<file path="src/hptx_regs.svh">
// Purpose: Register indices, field positions and framing constants.
// Assumes: Included by the transmit control top module.
// Notes:   Byte address of a register is four times its index.
`ifndef HPTX_REGS_SVH
`define HPTX_REGS_SVH
`define HPTX_IDX_TX_CONTROL  6'h00
`define HPTX_IDX_TX_STATUS   6'h02
`define HPTX_IDX_SOFT_RESET  6'h06
`define HPTX_IDX_SW_GLOBAL3  6'h10
`define HPTX_BIT_RUN         0
`define HPTX_BIT_CRC         1
`define HPTX_BIT_PAD         2
`define HPTX_BIT_PAUSE       3
`define HPTX_CTRL_RW_MASK    16'h600F
`define HPTX_BIT_SOFT_RESET  0
`define HPTX_BIT_SW_PAUSE    5
`define HPTX_SW3_RW_MASK     16'h0020
`define HPTX_REG_RESET       16'h0000
`define HPTX_MIN_FRAME       7'h40
`define HPTX_CRC_BYTES       7'h04
`define HPTX_CRC_LAST        2'h3
`define HPTX_CRC_POLY        32'hEDB8_8320
`define HPTX_CRC_INIT        32'hFFFF_FFFF
`define HPTX_PAUSE_DA        48'h0180_C200_0001
`define HPTX_PAUSE_TYPE      16'h8808
`define HPTX_PAUSE_OPCODE    16'h0001
`define HPTX_RESP_OKAY       2'h0
`define HPTX_RESP_SLVERR     2'h2
`endif

</file>
<file path="src/hptx_pkg.sv">
// Purpose: Types shared by the host port transmit control block.
// Assumes: Constants live in hptx_regs.svh.
// Notes:   States are one-hot.
package hptx_pkg;

   // Transmit sequencer states.
   typedef enum logic [4:0] {
      HPTX_IDLE  = 5'h01,
      HPTX_DATA  = 5'h02,
      HPTX_PAD   = 5'h04,
      HPTX_PAUSE = 5'h08,
      HPTX_CRC   = 5'h10
   } hptx_state_e;

   // One byte of an outgoing frame with its tags.
   typedef struct packed {
      logic [7:0] data;
      logic       last;
      logic [5:0] fid;
      logic       host;
   } hptx_beat_s;

endpackage

</file>
<file path="src/hptx_host_port_tx_control.sv">
// Purpose: Host port transmit control with global soft reset, AXI4-Lite regs.
// Assumes: Host queue delivers one byte per beat, frame id held on every beat.
// Notes:   Output passes through a two-entry buffer; stalls lose no byte.
// Operation
// - Register bit 0 of the soft reset register holds soft reset active while one.
// - Soft reset clears the transmit logic and switch settings but not the bus slave.
// - With pause generation enabled a pause frame goes out when the RX FIFO hits threshold.
// - Pause generation also needs the switch global pause bit to be set.
// - With padding enabled frames shorter than 64 bytes are padded to minimum length.
// - With CRC enabled a CRC is computed and appended to each frame.
// - Run enable starts transmission; clearing it stops after the current frame.
// - The status register shows in bits 5-0 the id of the last sent host frame; pause frames leave it unchanged.
`include "hptx_regs.svh"

module hptx_host_port_tx_control #(
   parameter int          DEPTH       = 2,
   parameter logic [47:0] PAUSE_SRC   = 48'h0000_0000_0001,
   parameter logic [15:0] PAUSE_QUANT = 16'hFFFF
) (
   input  wire logic               clk,
   input  wire logic               srst,
   input  wire logic [7:0]         s_axi_awaddr,
   input  wire logic               s_axi_awvalid,
   output logic                    s_axi_awready,
   input  wire logic [31:0]        s_axi_wdata,
   input  wire logic [3:0]         s_axi_wstrb,
   input  wire logic               s_axi_wvalid,
   output logic                    s_axi_wready,
   output logic [1:0]              s_axi_bresp,
   output logic                    s_axi_bvalid,
   input  wire logic               s_axi_bready,
   input  wire logic [7:0]         s_axi_araddr,
   input  wire logic               s_axi_arvalid,
   output logic                    s_axi_arready,
   output logic [31:0]             s_axi_rdata,
   output logic [1:0]              s_axi_rresp,
   output logic                    s_axi_rvalid,
   input  wire logic               s_axi_rready,
   input  wire logic [7:0]         s_data,
   input  wire logic               s_last,
   input  wire logic [5:0]         s_fid,
   input  wire logic               s_valid,
   output logic                    s_ready,
   input  wire logic               rx_fifo_at_threshold,
   output logic [7:0]              m_data,
   output logic                    m_last,
   output logic                    m_valid,
   input  wire logic               m_ready,
   output logic                    soft_reset_active
);

   // ------------------------------------------------------------
   // Declarations
   // ------------------------------------------------------------
   localparam int PW = (DEPTH > 2) ? $clog2(DEPTH) : 1;

   if (DEPTH < 2 || (DEPTH & (DEPTH - 1)) != 0)
   begin : g_depth_check
      $error("DEPTH must be a power of two of at least two.");
   end

   logic [15:0]             tx_control;
   logic [15:0]             tx_status;
   logic [15:0]             soft_reset_reg;
   logic [15:0]             sw_global3;
   logic                    rst_all;
   logic                    aw_held;
   logic                    w_held;
   logic [7:0]              aw_addr;
   logic [31:0]             w_data;
   logic [3:0]              w_strb;
   logic                    do_write;
   logic [15:0]             wmask;
   logic [15:0]             wval;
   hptx_pkg::hptx_state_e   state;
   hptx_pkg::hptx_state_e   next_state;
   hptx_pkg::hptx_beat_s    beat;
   logic                    beat_valid;
   logic [6:0]              cnt;
   logic [31:0]             crc;
   logic [1:0]              crc_idx;
   logic [5:0]              cur_fid;
   logic                    thr_prev;
   logic                    pause_pending;
   logic                    pause_ok;
   logic                    emit;
   logic [6:0]              pad_target;
   hptx_pkg::hptx_beat_s    mem [DEPTH];
   logic [PW-1:0]           wr_ptr;
   logic [PW-1:0]           rd_ptr;
   logic [PW:0]             fill;
   logic                    buf_ready;
   logic                    buf_pop;
   logic                    in_pause;

   // Soft reset covers everything except the bus slave handshake.
   assign soft_reset_active = soft_reset_reg[`HPTX_BIT_SOFT_RESET];
   assign rst_all           = srst | soft_reset_active;

   // ------------------------------------------------------------
   // Helper functions
   // ------------------------------------------------------------

   // Reflected CRC-32 update by one byte.
   function automatic logic [31:0] crc_step(input logic [31:0] c, input logic [7:0] b);
      logic [31:0] r;
      r = c ^ {24'h00_0000, b};
      for (int i = 0; i < 8; i++)
         r = r[0] ? ((r >> 1) ^ `HPTX_CRC_POLY) : (r >> 1);
      return r;
   endfunction

   // Pause frame header byte at a given position, zero beyond it.
   function automatic logic [7:0] pause_byte(input logic [6:0] idx);
      logic [159:0] hdr;
      hdr = {`HPTX_PAUSE_DA, PAUSE_SRC, `HPTX_PAUSE_TYPE, `HPTX_PAUSE_OPCODE,
             PAUSE_QUANT, 16'h0000};
      hdr = hdr << {idx, 3'b000};
      return hdr[159:152];
   endfunction

   // Index of a word address; all ones when misaligned.
   function automatic logic [5:0] reg_index(input logic [7:0] a);
      return (a[1:0] == 2'b00) ? a[7:2] : 6'h3F;
   endfunction

   // ------------------------------------------------------------
   // AXI4-Lite write channel
   // ------------------------------------------------------------
   assign s_axi_awready = !aw_held && !s_axi_bvalid;
   assign s_axi_wready  = !w_held && !s_axi_bvalid;
   assign do_write      = aw_held && w_held && !s_axi_bvalid;
   assign wmask         = {{8{w_strb[1]}}, {8{w_strb[0]}}};

   // Address and data are captured in either order.
   always_ff @(posedge clk)
   begin
      if (srst)
      begin
         aw_held <= 1'b0;
         w_held  <= 1'b0;
         aw_addr <= 8'h00;
         w_data  <= 32'h0000_0000;
         w_strb  <= 4'h0;
      end
      else
      begin
         if (s_axi_awvalid && s_axi_awready)
         begin
            aw_held <= 1'b1;
            aw_addr <= s_axi_awaddr;
         end
         else if (do_write)
            aw_held <= 1'b0;
         if (s_axi_wvalid && s_axi_wready)
         begin
            w_held <= 1'b1;
            w_data <= s_axi_wdata;
            w_strb <= s_axi_wstrb;
         end
         else if (do_write)
            w_held <= 1'b0;
      end
   end

   // Write response, error for an unmapped or read-only word.
   always_ff @(posedge clk)
   begin
      if (srst)
      begin
         s_axi_bvalid <= 1'b0;
         s_axi_bresp  <= `HPTX_RESP_OKAY;
      end
      else if (do_write)
      begin
         s_axi_bvalid <= 1'b1;
         case (reg_index(aw_addr))
            `HPTX_IDX_TX_CONTROL,
            `HPTX_IDX_SOFT_RESET,
            `HPTX_IDX_SW_GLOBAL3: s_axi_bresp <= `HPTX_RESP_OKAY;
            default:              s_axi_bresp <= `HPTX_RESP_SLVERR;
         endcase
      end
      else if (s_axi_bready)
         s_axi_bvalid <= 1'b0;
   end

   // Soft reset register, cleared only by the hardware reset.
   always_ff @(posedge clk)
   begin
      if (srst)
         soft_reset_reg <= `HPTX_REG_RESET;
      else if (do_write && reg_index(aw_addr) == `HPTX_IDX_SOFT_RESET && w_strb[0])
         soft_reset_reg[`HPTX_BIT_SOFT_RESET] <= w_data[`HPTX_BIT_SOFT_RESET];
   end

   // Control and switch settings, both cleared by soft reset.
   assign wval = w_data[15:0];
   always_ff @(posedge clk)
   begin
      if (rst_all)
      begin
         tx_control <= `HPTX_REG_RESET;
         sw_global3 <= `HPTX_REG_RESET;
      end
      else if (do_write)
      begin
         if (reg_index(aw_addr) == `HPTX_IDX_TX_CONTROL)
            tx_control <= (tx_control & ~(wmask & `HPTX_CTRL_RW_MASK))
                        | (wval & wmask & `HPTX_CTRL_RW_MASK);
         if (reg_index(aw_addr) == `HPTX_IDX_SW_GLOBAL3)
            sw_global3 <= (sw_global3 & ~(wmask & `HPTX_SW3_RW_MASK))
                        | (wval & wmask & `HPTX_SW3_RW_MASK);
      end
   end

   // ------------------------------------------------------------
   // AXI4-Lite read channel
   // ------------------------------------------------------------
   assign s_axi_arready = !s_axi_rvalid;

   // Read data registered one cycle after the address is taken.
   always_ff @(posedge clk)
   begin
      if (srst)
      begin
         s_axi_rvalid <= 1'b0;
         s_axi_rdata  <= 32'h0000_0000;
         s_axi_rresp  <= `HPTX_RESP_OKAY;
      end
      else if (s_axi_arvalid && s_axi_arready)
      begin
         s_axi_rvalid <= 1'b1;
         s_axi_rresp  <= `HPTX_RESP_OKAY;
         case (reg_index(s_axi_araddr))
            `HPTX_IDX_TX_CONTROL: s_axi_rdata <= {16'h0000, tx_control};
            `HPTX_IDX_TX_STATUS:  s_axi_rdata <= {16'h0000, tx_status};
            `HPTX_IDX_SOFT_RESET: s_axi_rdata <= {16'h0000, soft_reset_reg};
            `HPTX_IDX_SW_GLOBAL3: s_axi_rdata <= {16'h0000, sw_global3};
            default:
            begin
               s_axi_rdata <= 32'h0000_0000;
               s_axi_rresp <= `HPTX_RESP_SLVERR;
            end
         endcase
      end
      else if (s_axi_rready)
         s_axi_rvalid <= 1'b0;
   end

   // ------------------------------------------------------------
   // Pause request tracking
   // ------------------------------------------------------------
   assign pause_ok = tx_control[`HPTX_BIT_PAUSE]
                   & sw_global3[`HPTX_BIT_SW_PAUSE];

   // A rising threshold arms one pause frame; arming wins over the take.
   always_ff @(posedge clk)
   begin
      if (rst_all)
      begin
         thr_prev      <= 1'b0;
         pause_pending <= 1'b0;
      end
      else
      begin
         thr_prev <= rx_fifo_at_threshold;
         if (!pause_ok)
            pause_pending <= 1'b0;
         else if (rx_fifo_at_threshold && !thr_prev)
            pause_pending <= 1'b1;
         else if (state == hptx_pkg::HPTX_IDLE)
            pause_pending <= 1'b0;
      end
   end

   // ------------------------------------------------------------
   // Transmit sequencer
   // ------------------------------------------------------------
   assign pad_target = tx_control[`HPTX_BIT_CRC] ? (`HPTX_MIN_FRAME - `HPTX_CRC_BYTES)
                                                 : `HPTX_MIN_FRAME;
   assign s_ready    = (state == hptx_pkg::HPTX_DATA) && buf_ready && !soft_reset_active;
   assign emit       = beat_valid && buf_ready;

   // Next byte and next state.
   always_comb
   begin
      next_state = state;
      beat_valid = 1'b0;
      beat       = '{data: 8'h00, last: 1'b0, fid: cur_fid, host: 1'b1};
      case (state)
         hptx_pkg::HPTX_IDLE:
         begin
            if (pause_pending)
               next_state = hptx_pkg::HPTX_PAUSE;
            else if (tx_control[`HPTX_BIT_RUN] && s_valid)
               next_state = hptx_pkg::HPTX_DATA;
         end
         hptx_pkg::HPTX_DATA:
         begin
            beat_valid = s_valid;
            beat.data  = s_data;
            beat.fid   = s_fid;
            if (s_valid && buf_ready && s_last)
            begin
               if (tx_control[`HPTX_BIT_PAD] && (cnt + 7'h01) < pad_target)
                  next_state = hptx_pkg::HPTX_PAD;
               else if (tx_control[`HPTX_BIT_CRC])
                  next_state = hptx_pkg::HPTX_CRC;
               else
               begin
                  beat.last  = 1'b1;
                  next_state = hptx_pkg::HPTX_IDLE;
               end
            end
         end
         hptx_pkg::HPTX_PAD:
         begin
            beat_valid = 1'b1;
            if (buf_ready && (cnt + 7'h01) >= pad_target)
            begin
               if (tx_control[`HPTX_BIT_CRC])
                  next_state = hptx_pkg::HPTX_CRC;
               else
               begin
                  beat.last  = 1'b1;
                  next_state = hptx_pkg::HPTX_IDLE;
               end
            end
         end
         hptx_pkg::HPTX_PAUSE:
         begin
            beat_valid = 1'b1;
            beat.host  = 1'b0;
            beat.data  = pause_byte(cnt);
            if (buf_ready && (cnt + 7'h01) == (`HPTX_MIN_FRAME - `HPTX_CRC_BYTES))
               next_state = hptx_pkg::HPTX_CRC;
         end
         hptx_pkg::HPTX_CRC:
         begin
            beat_valid = 1'b1;
            beat.host  = !in_pause;
            beat.data  = ~crc[{crc_idx, 3'b000} +: 8];
            beat.last  = (crc_idx == `HPTX_CRC_LAST);
            if (buf_ready && beat.last)
               next_state = hptx_pkg::HPTX_IDLE;
         end
         default: next_state = hptx_pkg::HPTX_IDLE;
      endcase
   end

   // State and frame bookkeeping; run enable is only looked at in idle.
   always_ff @(posedge clk)
   begin
      if (rst_all)
      begin
         state    <= hptx_pkg::HPTX_IDLE;
         cnt      <= 7'h00;
         crc      <= `HPTX_CRC_INIT;
         crc_idx  <= 2'h0;
         cur_fid  <= 6'h00;
         in_pause <= 1'b0;
      end
      else
      begin
         state <= next_state;
         if (state == hptx_pkg::HPTX_IDLE)
         begin
            cnt      <= 7'h00;
            crc      <= `HPTX_CRC_INIT;
            crc_idx  <= 2'h0;
            in_pause <= (next_state == hptx_pkg::HPTX_PAUSE);
         end
         else if (emit && state == hptx_pkg::HPTX_CRC)
            crc_idx <= crc_idx + 2'h1;
         else if (emit)
         begin
            cnt <= cnt + {6'h00, ~&cnt[6:1]}; // Stops below wrap so long frames never pad.
            crc <= crc_step(crc, beat.data);
         end
         if (state == hptx_pkg::HPTX_DATA && s_valid && s_ready)
            cur_fid <= s_fid;
      end
   end

   // ------------------------------------------------------------
   // Output buffer
   // ------------------------------------------------------------
   assign buf_ready = (fill < (PW + 1)'(DEPTH));
   assign m_valid   = (fill != '0);
   assign buf_pop   = m_valid && m_ready;
   assign m_data    = mem[rd_ptr].data;
   assign m_last    = mem[rd_ptr].last;

   // Entry storage, one generate slot per entry.
   for (genvar g = 0; g < DEPTH; g++)
   begin : g_entry
      always_ff @(posedge clk)
      begin
         if (rst_all)
            mem[g] <= '0;
         else if (emit && wr_ptr == PW'(g))
            mem[g] <= beat;
      end
   end

   // Pointers and fill level.
   always_ff @(posedge clk)
   begin
      if (rst_all)
      begin
         wr_ptr <= '0;
         rd_ptr <= '0;
         fill   <= '0;
      end
      else
      begin
         if (emit)
            wr_ptr <= (wr_ptr == PW'(DEPTH - 1)) ? '0 : wr_ptr + PW'(1);
         if (buf_pop)
            rd_ptr <= (rd_ptr == PW'(DEPTH - 1)) ? '0 : rd_ptr + PW'(1);
         fill <= fill + (PW + 1)'(emit) - (PW + 1)'(buf_pop);
      end
   end

   // Status records the id of each host frame as its last byte leaves.
   always_ff @(posedge clk)
   begin
      if (rst_all)
         tx_status <= `HPTX_REG_RESET;
      else if (buf_pop && mem[rd_ptr].last && mem[rd_ptr].host)
         tx_status <= {10'h000, mem[rd_ptr].fid};
   end

endmodule // hptx_host_port_tx_control

</file>
<file path="config.mk">
export PLATFORM = sky130hd
export DESIGN_NAME = hptx_host_port_tx_control
export DESIGN_NICKNAME = d
export VERILOG_FILES = /design/src/hptx_pkg.sv /design/src/hptx_host_port_tx_control.sv
export VERILOG_INCLUDE_DIRS = /design/src
export SDC_FILE = /design/constraint.sdc
export NUM_CORES = 1
export LEC_CHECK = 0
export BUFFER_PORTS_ARGS = -buffer_cell sky130_fd_sc_hd__clkbuf_2
export CELL_PAD_IN_SITES_DETAIL_PLACEMENT = 1
export CELL_PAD_IN_SITES_GLOBAL_PLACEMENT = 1
export CORE_AREA = 2 2 133 135
export DETAILED_ROUTE_END_ITERATION = 12
export DIE_AREA = 0 0 135 137
export HOLD_SLACK_MARGIN = 0.05
export MAX_ROUTING_LAYER = met4
export PLACE_DENSITY_LB_ADDON = 0.1
export SLEW_MARGIN = 30
export SYNTH_ARGS = -nofsm -noshare
export SYNTH_HDL_FRONTEND = slang
export SYNTH_SLANG_ARGS = --single-unit
</file>
<file path="constraint.sdc">
create_clock -name clk -period 3.7 [get_ports clk]
set_input_delay 0.74 -clock clk [delete_from_list [all_inputs] [get_ports clk]]
set_output_delay 0.74 -clock clk [all_outputs]
set_load 0.02 [all_outputs]
</file>
==> metrics.md, run 1 <==
| Metric | Value |
|---|---|
| Clock root buffer | `clkbuf_16` |
| Clock transition at path regs | `around 0.060 ns` |
| Crit path top cell by count | `xnor2_2` |
| Slew Viols, Final | `0` |
| Number of setup buffers added after CTS | `0` |
| Largest net degree at the start of global routing | `33` |
| Max-slew headroom | `0.4606` |
| Post-synth EDFFs | `32` |
| Synthesized area | `between 0.007 and 0.008 mm2` |
| Buffers on Ports | `between 70 and 80` |
| Crit end category | `register` |
| Worst Path Arrival | `~3.6 ns` |
| Worst Tran Pin Value | `0.8042 ns` |
| Registers with the most flip-flops | `crc x32, mem x32` |
| Slowest CP cell | `or4b_1` |
| Crit share post-route | `0.8895` |
| Synth area leaders | `dfxtp_1, edfxtp_1, xnor2_1, nand2_1, nor2_1` |
| Mean Syn Cell Area | `roughly 9.5 um2` |
| Cell accounting for the most synthesized area | `dfxtp_1` |
| Num rows | `48` |
| CTS buffer count | `17` |
| Status | `finished, final reports clean` |
| Sequential cell area | `around 0.0031 mm2` |
| Peak VDD IR | `approximately 0.00037 V` |
| Worst path top cell family by delay | `simple AND/OR/NAND/NOR gates` |
| Fmax | `303.9 MHz` |
| Worst hold slack | `about 0.46 ns` |
| Synth warnings | `0` |
| CTS tree | `built` |
| TritonRoute pass-1 iters | `4` |
| Core box area | `0.01706 mm2` |
| Sequential element share of the synthesized area | `0.4232` |
| Worst hold-check path type | `reg -> reg` |
| RSZ-0062 raised after global routing | `no` |
| NumNets Final | `924` |
| H-tree depth | `4` |
| Clk sink count | `between 100 and 150` |
| CP startpoint kind | `register` |
| Chip width | `about 140 um` |
| Crit path cell chain | `or4b_1 -> or2_1 -> o211a_1 -> xnor2_4 -> xnor2_2 -> xnor2_2 -> xor2_1 -> o21ai_1` |
| Final HPWL DP | `around 14,000 um` |
| DRC Markers | `0` |
| Post-synthesis async set-or-reset flop share | `0` |
| Routed WL per cell | `between 15 and 20 um` |
| # resized after CTS | `0` |
| PD cells | `413.5 mW/mm2` |
| Clock Skew | `about 0.015 ns` |
| Chip height | `137 um` |
| Top FF cell, synth | `dfxtp_1` |
| Initial DRC count | `approximately 260` |
| Hold-fix buffers at CTS | `0` |
| ANT cells | `0` |
| Pleak | `roughly 0.0033 uW` |
| Crit path buf inv count | `0` |
| Final ANT Viol Nets | `0` |
| Top-area cell type share of the netlist area | `0.2905` |
| Skew-Pair Late Insertion Delay | `0.43 ns` |
| DR vias | `5,636` |
| Final Hold Viols | `0` |
| First-pass GRT wire length | `about 30,000 um` |
| Overflow after GRT | `0` |
| Filler cell count | `2,009` |
| Initial Utilization | `0.4243` |
| List of most frequent post-synthesis cells | `dfxtp_1, nand2_1, nor2_1` |
| Initial antenna violation count | `0` |
| Maximum root-to-sink buffer count | `2` |
| TNS Setup | `0 ns` |
| Slowest stage delay, CP | `just under 0.8 ns` |
| Share of layout cells above drive strength 1 | `0.2047` |
| IO Count | `between 100 and 150` |
| Synth-to-Final Area Change | `15.98%` |
| Critical-path maximum fanout | `9` |
| Vias per cell | `~5.2` |
| Total Wirelength | `19,030 um` |
| Die area | `around 0.018 mm2` |
| Total of max-cap violations | `0` |
| Vias in the first global route | `a little under 6k` |
| Final setup fails | `0` |
| Critical Path RT | `around 4 ns` |
| Multi-input logic area | `between 0.003 and 0.004 mm2` |
| Kind of critical path | `reg -> reg` |
| GPL Wtd Cong | `~0.83` |
| Post-synthesis sequential element count | `137` |
| Count leader, synth | `dfxtp_1` |
| Final worst path period need | `about 3.3 ns` |
| Cell variety after synth | `67` |
| Synth Instances | `roughly 760` |
| GRT Total Usage | `0.2218` |
final timing paths:
path | from | end | slack (ns) | cells after the start
setup / recovery | state[1] | crc[26] | 0.41 | 8
setup reg to reg | state[1] | crc[26] | 0.41 | 8
hold reg to reg | w_data[5] | w_data[5] | 0.46 | 2
hold / removal | w_data[5] | w_data[5] | 0.46 | 2
routing by layer:
| layer | global-route usage | part of all wire | up-vias |
|---|---|---|---|
| met3 | 0.03963 | 0.027 | 28 |
| met4 | 0.07234 | 0.018 | 0 |
| met5 | - | 0 | - |
| li1 | - | - | 2758 |
| met1 | 0.2653 | 0.45 | 2767 |
| met2 | 0.3804 | 0.50 | 83 |
cell type report:
cell class | count | area share
flip-flops and latches | 137 | 0.3649
inverters | 11 | 0.004919
repair buffers | 103 | 0.06947
multi-input cells | 567 | 0.4578
well taps | 225 | 0.03354
clock inverters | 14 | 0.01819
clock buffers | 18 | 0.05113
logic make-up after synthesis:
logic type	synth area share
buffers and inverters	0.05878
XOR/XNOR	0.1264
AND/OR/NAND/NOR	0.1734
other	0.0005182
AO/OA/AOI/OAI	0.1181
multiplexers	0.08230
adder cells (fa/ha/maj)	0.01729
flip-flops	0.4232
power breakdown:
group | switching [uW] | internal, uW | total, uW
clock | 655 | 1050 | 1700
combinational | 123 | 60.4 | 184
sequential | 21.4 | 1560 | 1580
worst register-to-register path, cell delays in order, from the launching register on:
cell and delay (ns):
dfxtp_1 0.38, or4b_1 0.79, or2_1 0.43, o211a_1 0.36, xnor2_4 0.29, xnor2_2 0.23
xnor2_2 0.42, xor2_1 0.21, o21ai_1 0.07
through the flow:
stage | setup slack [ns] | util | std cells | power (uW) | area, um2
3_3_place_gp | 0.4801 | 0.4580 | 1043 | 1791 | 7811
6_report | 0.4090 | 0.4921 | 1075 | 3470 | 8393
3_5_place_dp | 0.4171 | 0.4580 | 1043 | 1800 | 7811
4_1_cts | 0.3712 | 0.4921 | 1075 | 3497 | 8393
5_1_grt | 0.08954 | 0.4921 | 1075 | 3586 | 8393
2_1_floorplan | 0.4311 | - | 784 | 1750 | 7331
cell usage in the layout, fill, tap and decap left out, types with 3 or more instances in the layout:
master     netlist  routed
mux2_2          12      12
and2_1          11      11
a211oi_1        15      15
edfxtp_1        32      32
nor3_1          17      17
mux4_2           8       8
bufinv_16        0       3
nand4_1          4       4
xnor2_4          4       4
and3_1           6       6
o211ai_1        23      23
nor2_1          86      86
xor2_1          19      19
ha_1            10      10
a21oi_1         46      46
clkinv_2         0       3
inv_1           11      11
nor3b_1          3       3
nor3_2           4       4
clkbuf_2         0      76
a22oi_1          6       6
nand2_1         87      87
clkbuf_16        0      17
clkinv_1         0       4
o21ai_0          9       8
buf_4           26      27
mux2i_1         28      28
o21ai_1          6       7
a31oi_1          3       3
xnor2_2          6       6
nand3_1         18      18
or3_1            4       4
conb_1           1      26
dfxtp_1        105     105
nor2b_1          9       9
nor4_1           7       7
xnor2_1         56      56
Power figures use the tool's default switching activity.
==> run 2: changes to the inputs <==
--- a/config.mk
+++ b/config.mk
@@ -9,9 +9,9 @@
 export BUFFER_PORTS_ARGS = -buffer_cell sky130_fd_sc_hd__clkbuf_2
 export CELL_PAD_IN_SITES_DETAIL_PLACEMENT = 1
 export CELL_PAD_IN_SITES_GLOBAL_PLACEMENT = 1
-export CORE_AREA = 2 2 133 135
+export CORE_AREA = 2 2 127 142
 export DETAILED_ROUTE_END_ITERATION = 12
-export DIE_AREA = 0 0 135 137
+export DIE_AREA = 0 0 129 144
 export HOLD_SLACK_MARGIN = 0.05
 export MAX_ROUTING_LAYER = met4
 export PLACE_DENSITY_LB_ADDON = 0.1
==> constraint.sdc (replaced) <==
create_clock -name clk -period 3.7 [get_ports clk]
set_input_delay 0.74 -clock clk [delete_from_list [all_inputs] [get_ports clk]]
set_output_delay 0.74 -clock clk [all_outputs]
set_load 0.005 [all_outputs]
==> metrics.md, run 2 (same netlist as run 1, synthesis figures left out) <==
| Metric | Value |
|---|---|
| Status | `finished, final reports clean` |
| Final Instance Area | `0.008472 mm2 (+0.94%)` |
| Net switching power | `791.7 uW (-0.97%)` |
| Chip width | `129 um (-4.4%)` |
| Commonest non-fill, non-tap cell in the layout | `dfxtp_1` |
| CTS buffer count | `17 (unchanged)` |
| Buffers on Ports | `76 (unchanged)` |
| Placed cell areas | `0.007848 mm2 (+0.46%)` |
| Fmax | `311.4 MHz (+2.5%)` |
| Clock root buffer | `clkbuf_16` |
| Final HPWL DP | `13,880 um (-2.8%)` |
| Setup crit start | `state[1]` |
| Crit path cell chain | `or4b_1 -> or2_1 -> o211a_1 -> xnor2_4 -> xnor2_2 -> xnor2_2 -> xor2_1 -> o21ai_1` |
| Pleak | `0.003338 uW (+0.78%)` |
| Number of setup buffers added after CTS | `0 (unchanged)` |
| H-tree depth | `4 (unchanged)` |
| Slowest CP cell | `or4b_1` |
| Initial DRC count | `257 (+0.78%)` |
| IO Count | `130 (unchanged)` |
| Critical path endpoint | `crc[26]` |
| Clock Skew | `0.009140 ns (-0.005400 ns)` |
| TNS Setup | `0 ns (unchanged)` |
| CTS tree | `built` |
| GPL Wtd Cong | `0.8386 (+1.0%)` |
| Final ANT Viol Nets | `0 (unchanged)` |
| Total Wirelength | `19,040 um (about the same)` |
| CP startpoint kind | `register` |
| Final Hold Viols | `0 (unchanged)` |
| Seq pwr share | `0.446 (-0.010)` |
| Worst Tran Pin Value | `0.7274 ns (-0.07688 ns)` |
| Share of layout cells above drive strength 1 | `0.2124 (+0.007735)` |
| DRC Markers | `0 (unchanged)` |
| Worst path top cell family by delay | `XOR/XNOR gates` |
| DR vias | `5,647 (+0.20%)` |
| Reg2Reg Depth | `8 (unchanged)` |
| Routed WL per cell | `17.47 um (-1.3%)` |
| Gate power share | `0.044 (-0.009)` |
| Switching fraction of total power | `0.2236 (-0.006723)` |
| Peak VDD IR | `0.0003199 V (-13%)` |
| Chip height | `144 um (+5.1%)` |
| GRT Total Usage | `0.2184 (-0.003404)` |
| Clock transition at path regs | `0.06 ns (about the same)` |
| Clk sink count | `137 (unchanged)` |
| RSZ-0062 raised after global routing | `no` |
| PD cells | `417.9 mW/mm2 (+1.1%)` |
| Crit path buf inv count | `0 (unchanged)` |
| Initial antenna violation count | `0 (unchanged)` |
| Final setup fails | `0 (unchanged)` |
| ANT cells | `0 (unchanged)` |
| Critical-path maximum fanout | `8 (-1)` |
| Total of max-cap violations | `0 (unchanged)` |
| NumNets Final | `926 (+0.22%)` |
| Num rows | `51 (+6.3%)` |
| Reg2Reg Setup Slack | `0.49 ns (+0.08 ns)` |
| Crit end category | `register` |
| Kind of critical path | `reg -> reg` |
| Synth-to-Final Area Change | `17.06%` |
| Skew-Pair Late Insertion Delay | `0.43 ns (about the same)` |
| Clk network pwr share | `0.510 (+0.019)` |
| Worst R2R End | `crc[26]` |
| Setup slack at placement | `0.4917 ns (+0.07460 ns)` |
| Initial Utilization | `0.4185 (-0.005802)` |
| Slew Viols, Final | `0 (unchanged)` |
| Slowest stage delay, CP | `0.68 ns (-0.10 ns)` |
| Most frequent cells in the layout | `dfxtp_1, nand2_1, nor2_1` |
| Die area | `0.01858 mm2 (+0.44%)` |
| Overflow after GRT | `0 (unchanged)` |
| Filler cell count | `1,998 (-0.55%)` |
| Internal | `2748 uW (+2.9%)` |
| Reg2reg start | `state[1]` |
| Fin worst setup slack | `0.4883 ns (+0.07930 ns)` |
| Crit share post-route | `0.8680 (-0.02143)` |
| Worst Path Arrival | `3.51 ns (-0.08 ns)` |
| Vias in the first global route | `5,888 (-1.0%)` |
| Hold-fix buffers at CTS | `0 (unchanged)` |
| Vias per cell | `5.181 (-1.2%)` |
| Largest net degree at the start of global routing | `62 (+88%)` |
| Count of cell instances traversed by the critical path | `8 (unchanged)` |
| Max-slew headroom | `0.5139 (+0.05331)` |
| # resized after CTS | `0 (unchanged)` |
| Maximum root-to-sink buffer count | `2 (unchanged)` |
| Critical Path RT | `4.00 ns (about the same)` |
| Crit path top cell by count | `xnor2_2` |
| First-pass GRT wire length | `30,300 um (-1.6%)` |
| TritonRoute pass-1 iters | `4 (unchanged)` |
| Final worst path period need | `3.212 ns (-0.07930 ns)` |
| Registers with the most flip-flops | `crc x32, mem x32` |
| Worst hold-check path type | `reg -> reg` |
| Core box area | `0.01729 mm2 (+1.4%)` |
==> run 2: cell count changes in the layout (fill, tap and decap cells not counted) <==
cell | previous run | this run
bufinv_16 | 3 | 4
clkinvlp_4 | 2 | 4
clkinv_4 | 0 | 2
clkinv_1 | 4 | 1
clkbuf_1 | 1 | 0
buf_4 | 27 | 29
nor3b_2 | 0 | 1
clkinv_2 | 3 | 2
nor3b_1 | 3 | 2
==> run 2: power by group through the flow <==
| stage | registers (uW) | clock network, uW | logic (uW) |
|---|---|---|---|
| global route | 1580 | 1900 | 177 |
| CTS | 1580 | 1840 | 159 |
| detailed placement | 1610 | 0 | 158 |
| finish | 1580 | 1810 | 156 |
| global placement | 1610 | 0 | 152 |
| floorplan | 1610 | 0 | 111 |
==> run 2: routing by layer <==
metal,share of wire,vias up,track usage
li1,-,2767,-
met1,0.43,2771,0.2557
met2,0.52,82,0.3801
met3,0.028,27,0.03515
met4,0.019,0,0.07780
met5,0,-,-
==> run 2: cell type report <==
type / count / area (um2) / share of cell area
clock inverters: 15 / 198.9 / 0.02348
clock buffers: 17 / 425.4 / 0.05021
well taps: 238 / 297.8 / 0.03515
inverters: 11 / 41.29 / 0.004874
repair buffers: 105 / 598.1 / 0.07060
flip-flops and latches: 137 / 3063 / 0.3615
multi-input cells: 567 / 3847 / 0.4541
==> run 2: worst min path at each step <==
stage	start	to	slack (ns)	cells after the start
finish	aw_addr[2]	aw_addr[2]	0.46	2
global route	s_axi_rready	s_axi_rvalid	0.49	2
CTS	w_data[14]	w_data[14]	0.46	2
detailed placement	w_data[14]	w_data[14]	0.45	2
global placement	aw_addr[5]	aw_addr[5]	0.45	2
floorplan	register	pause_pending	0.43	2
==> run 2: worst register-to-register path, delay by kind of cell, from the launching register on <==
kind	cells	cell delay [ns]
AOI/OAI and AO/OA	2	0.42
and+or+nand+nor	2	1.07
DFF	1	0.40
xor gates and xnor gates	4	1.19
==> run 2: through the flow <==
stage | power [uW] | hold slack (ns) | cells | utilization
2_1_floorplan | 1717 | 0.4348 | 784 | -
3_3_place_gp | 1761 | 0.4462 | 1058 | 0.4535
3_5_place_dp | 1769 | 0.4508 | 1058 | 0.4538
4_1_cts | 3579 | 0.4594 | 1090 | 0.4899
5_1_grt | 3662 | 0.4913 | 1090 | 0.4899
6_report | 3540 | 0.4569 | 1090 | 0.4899
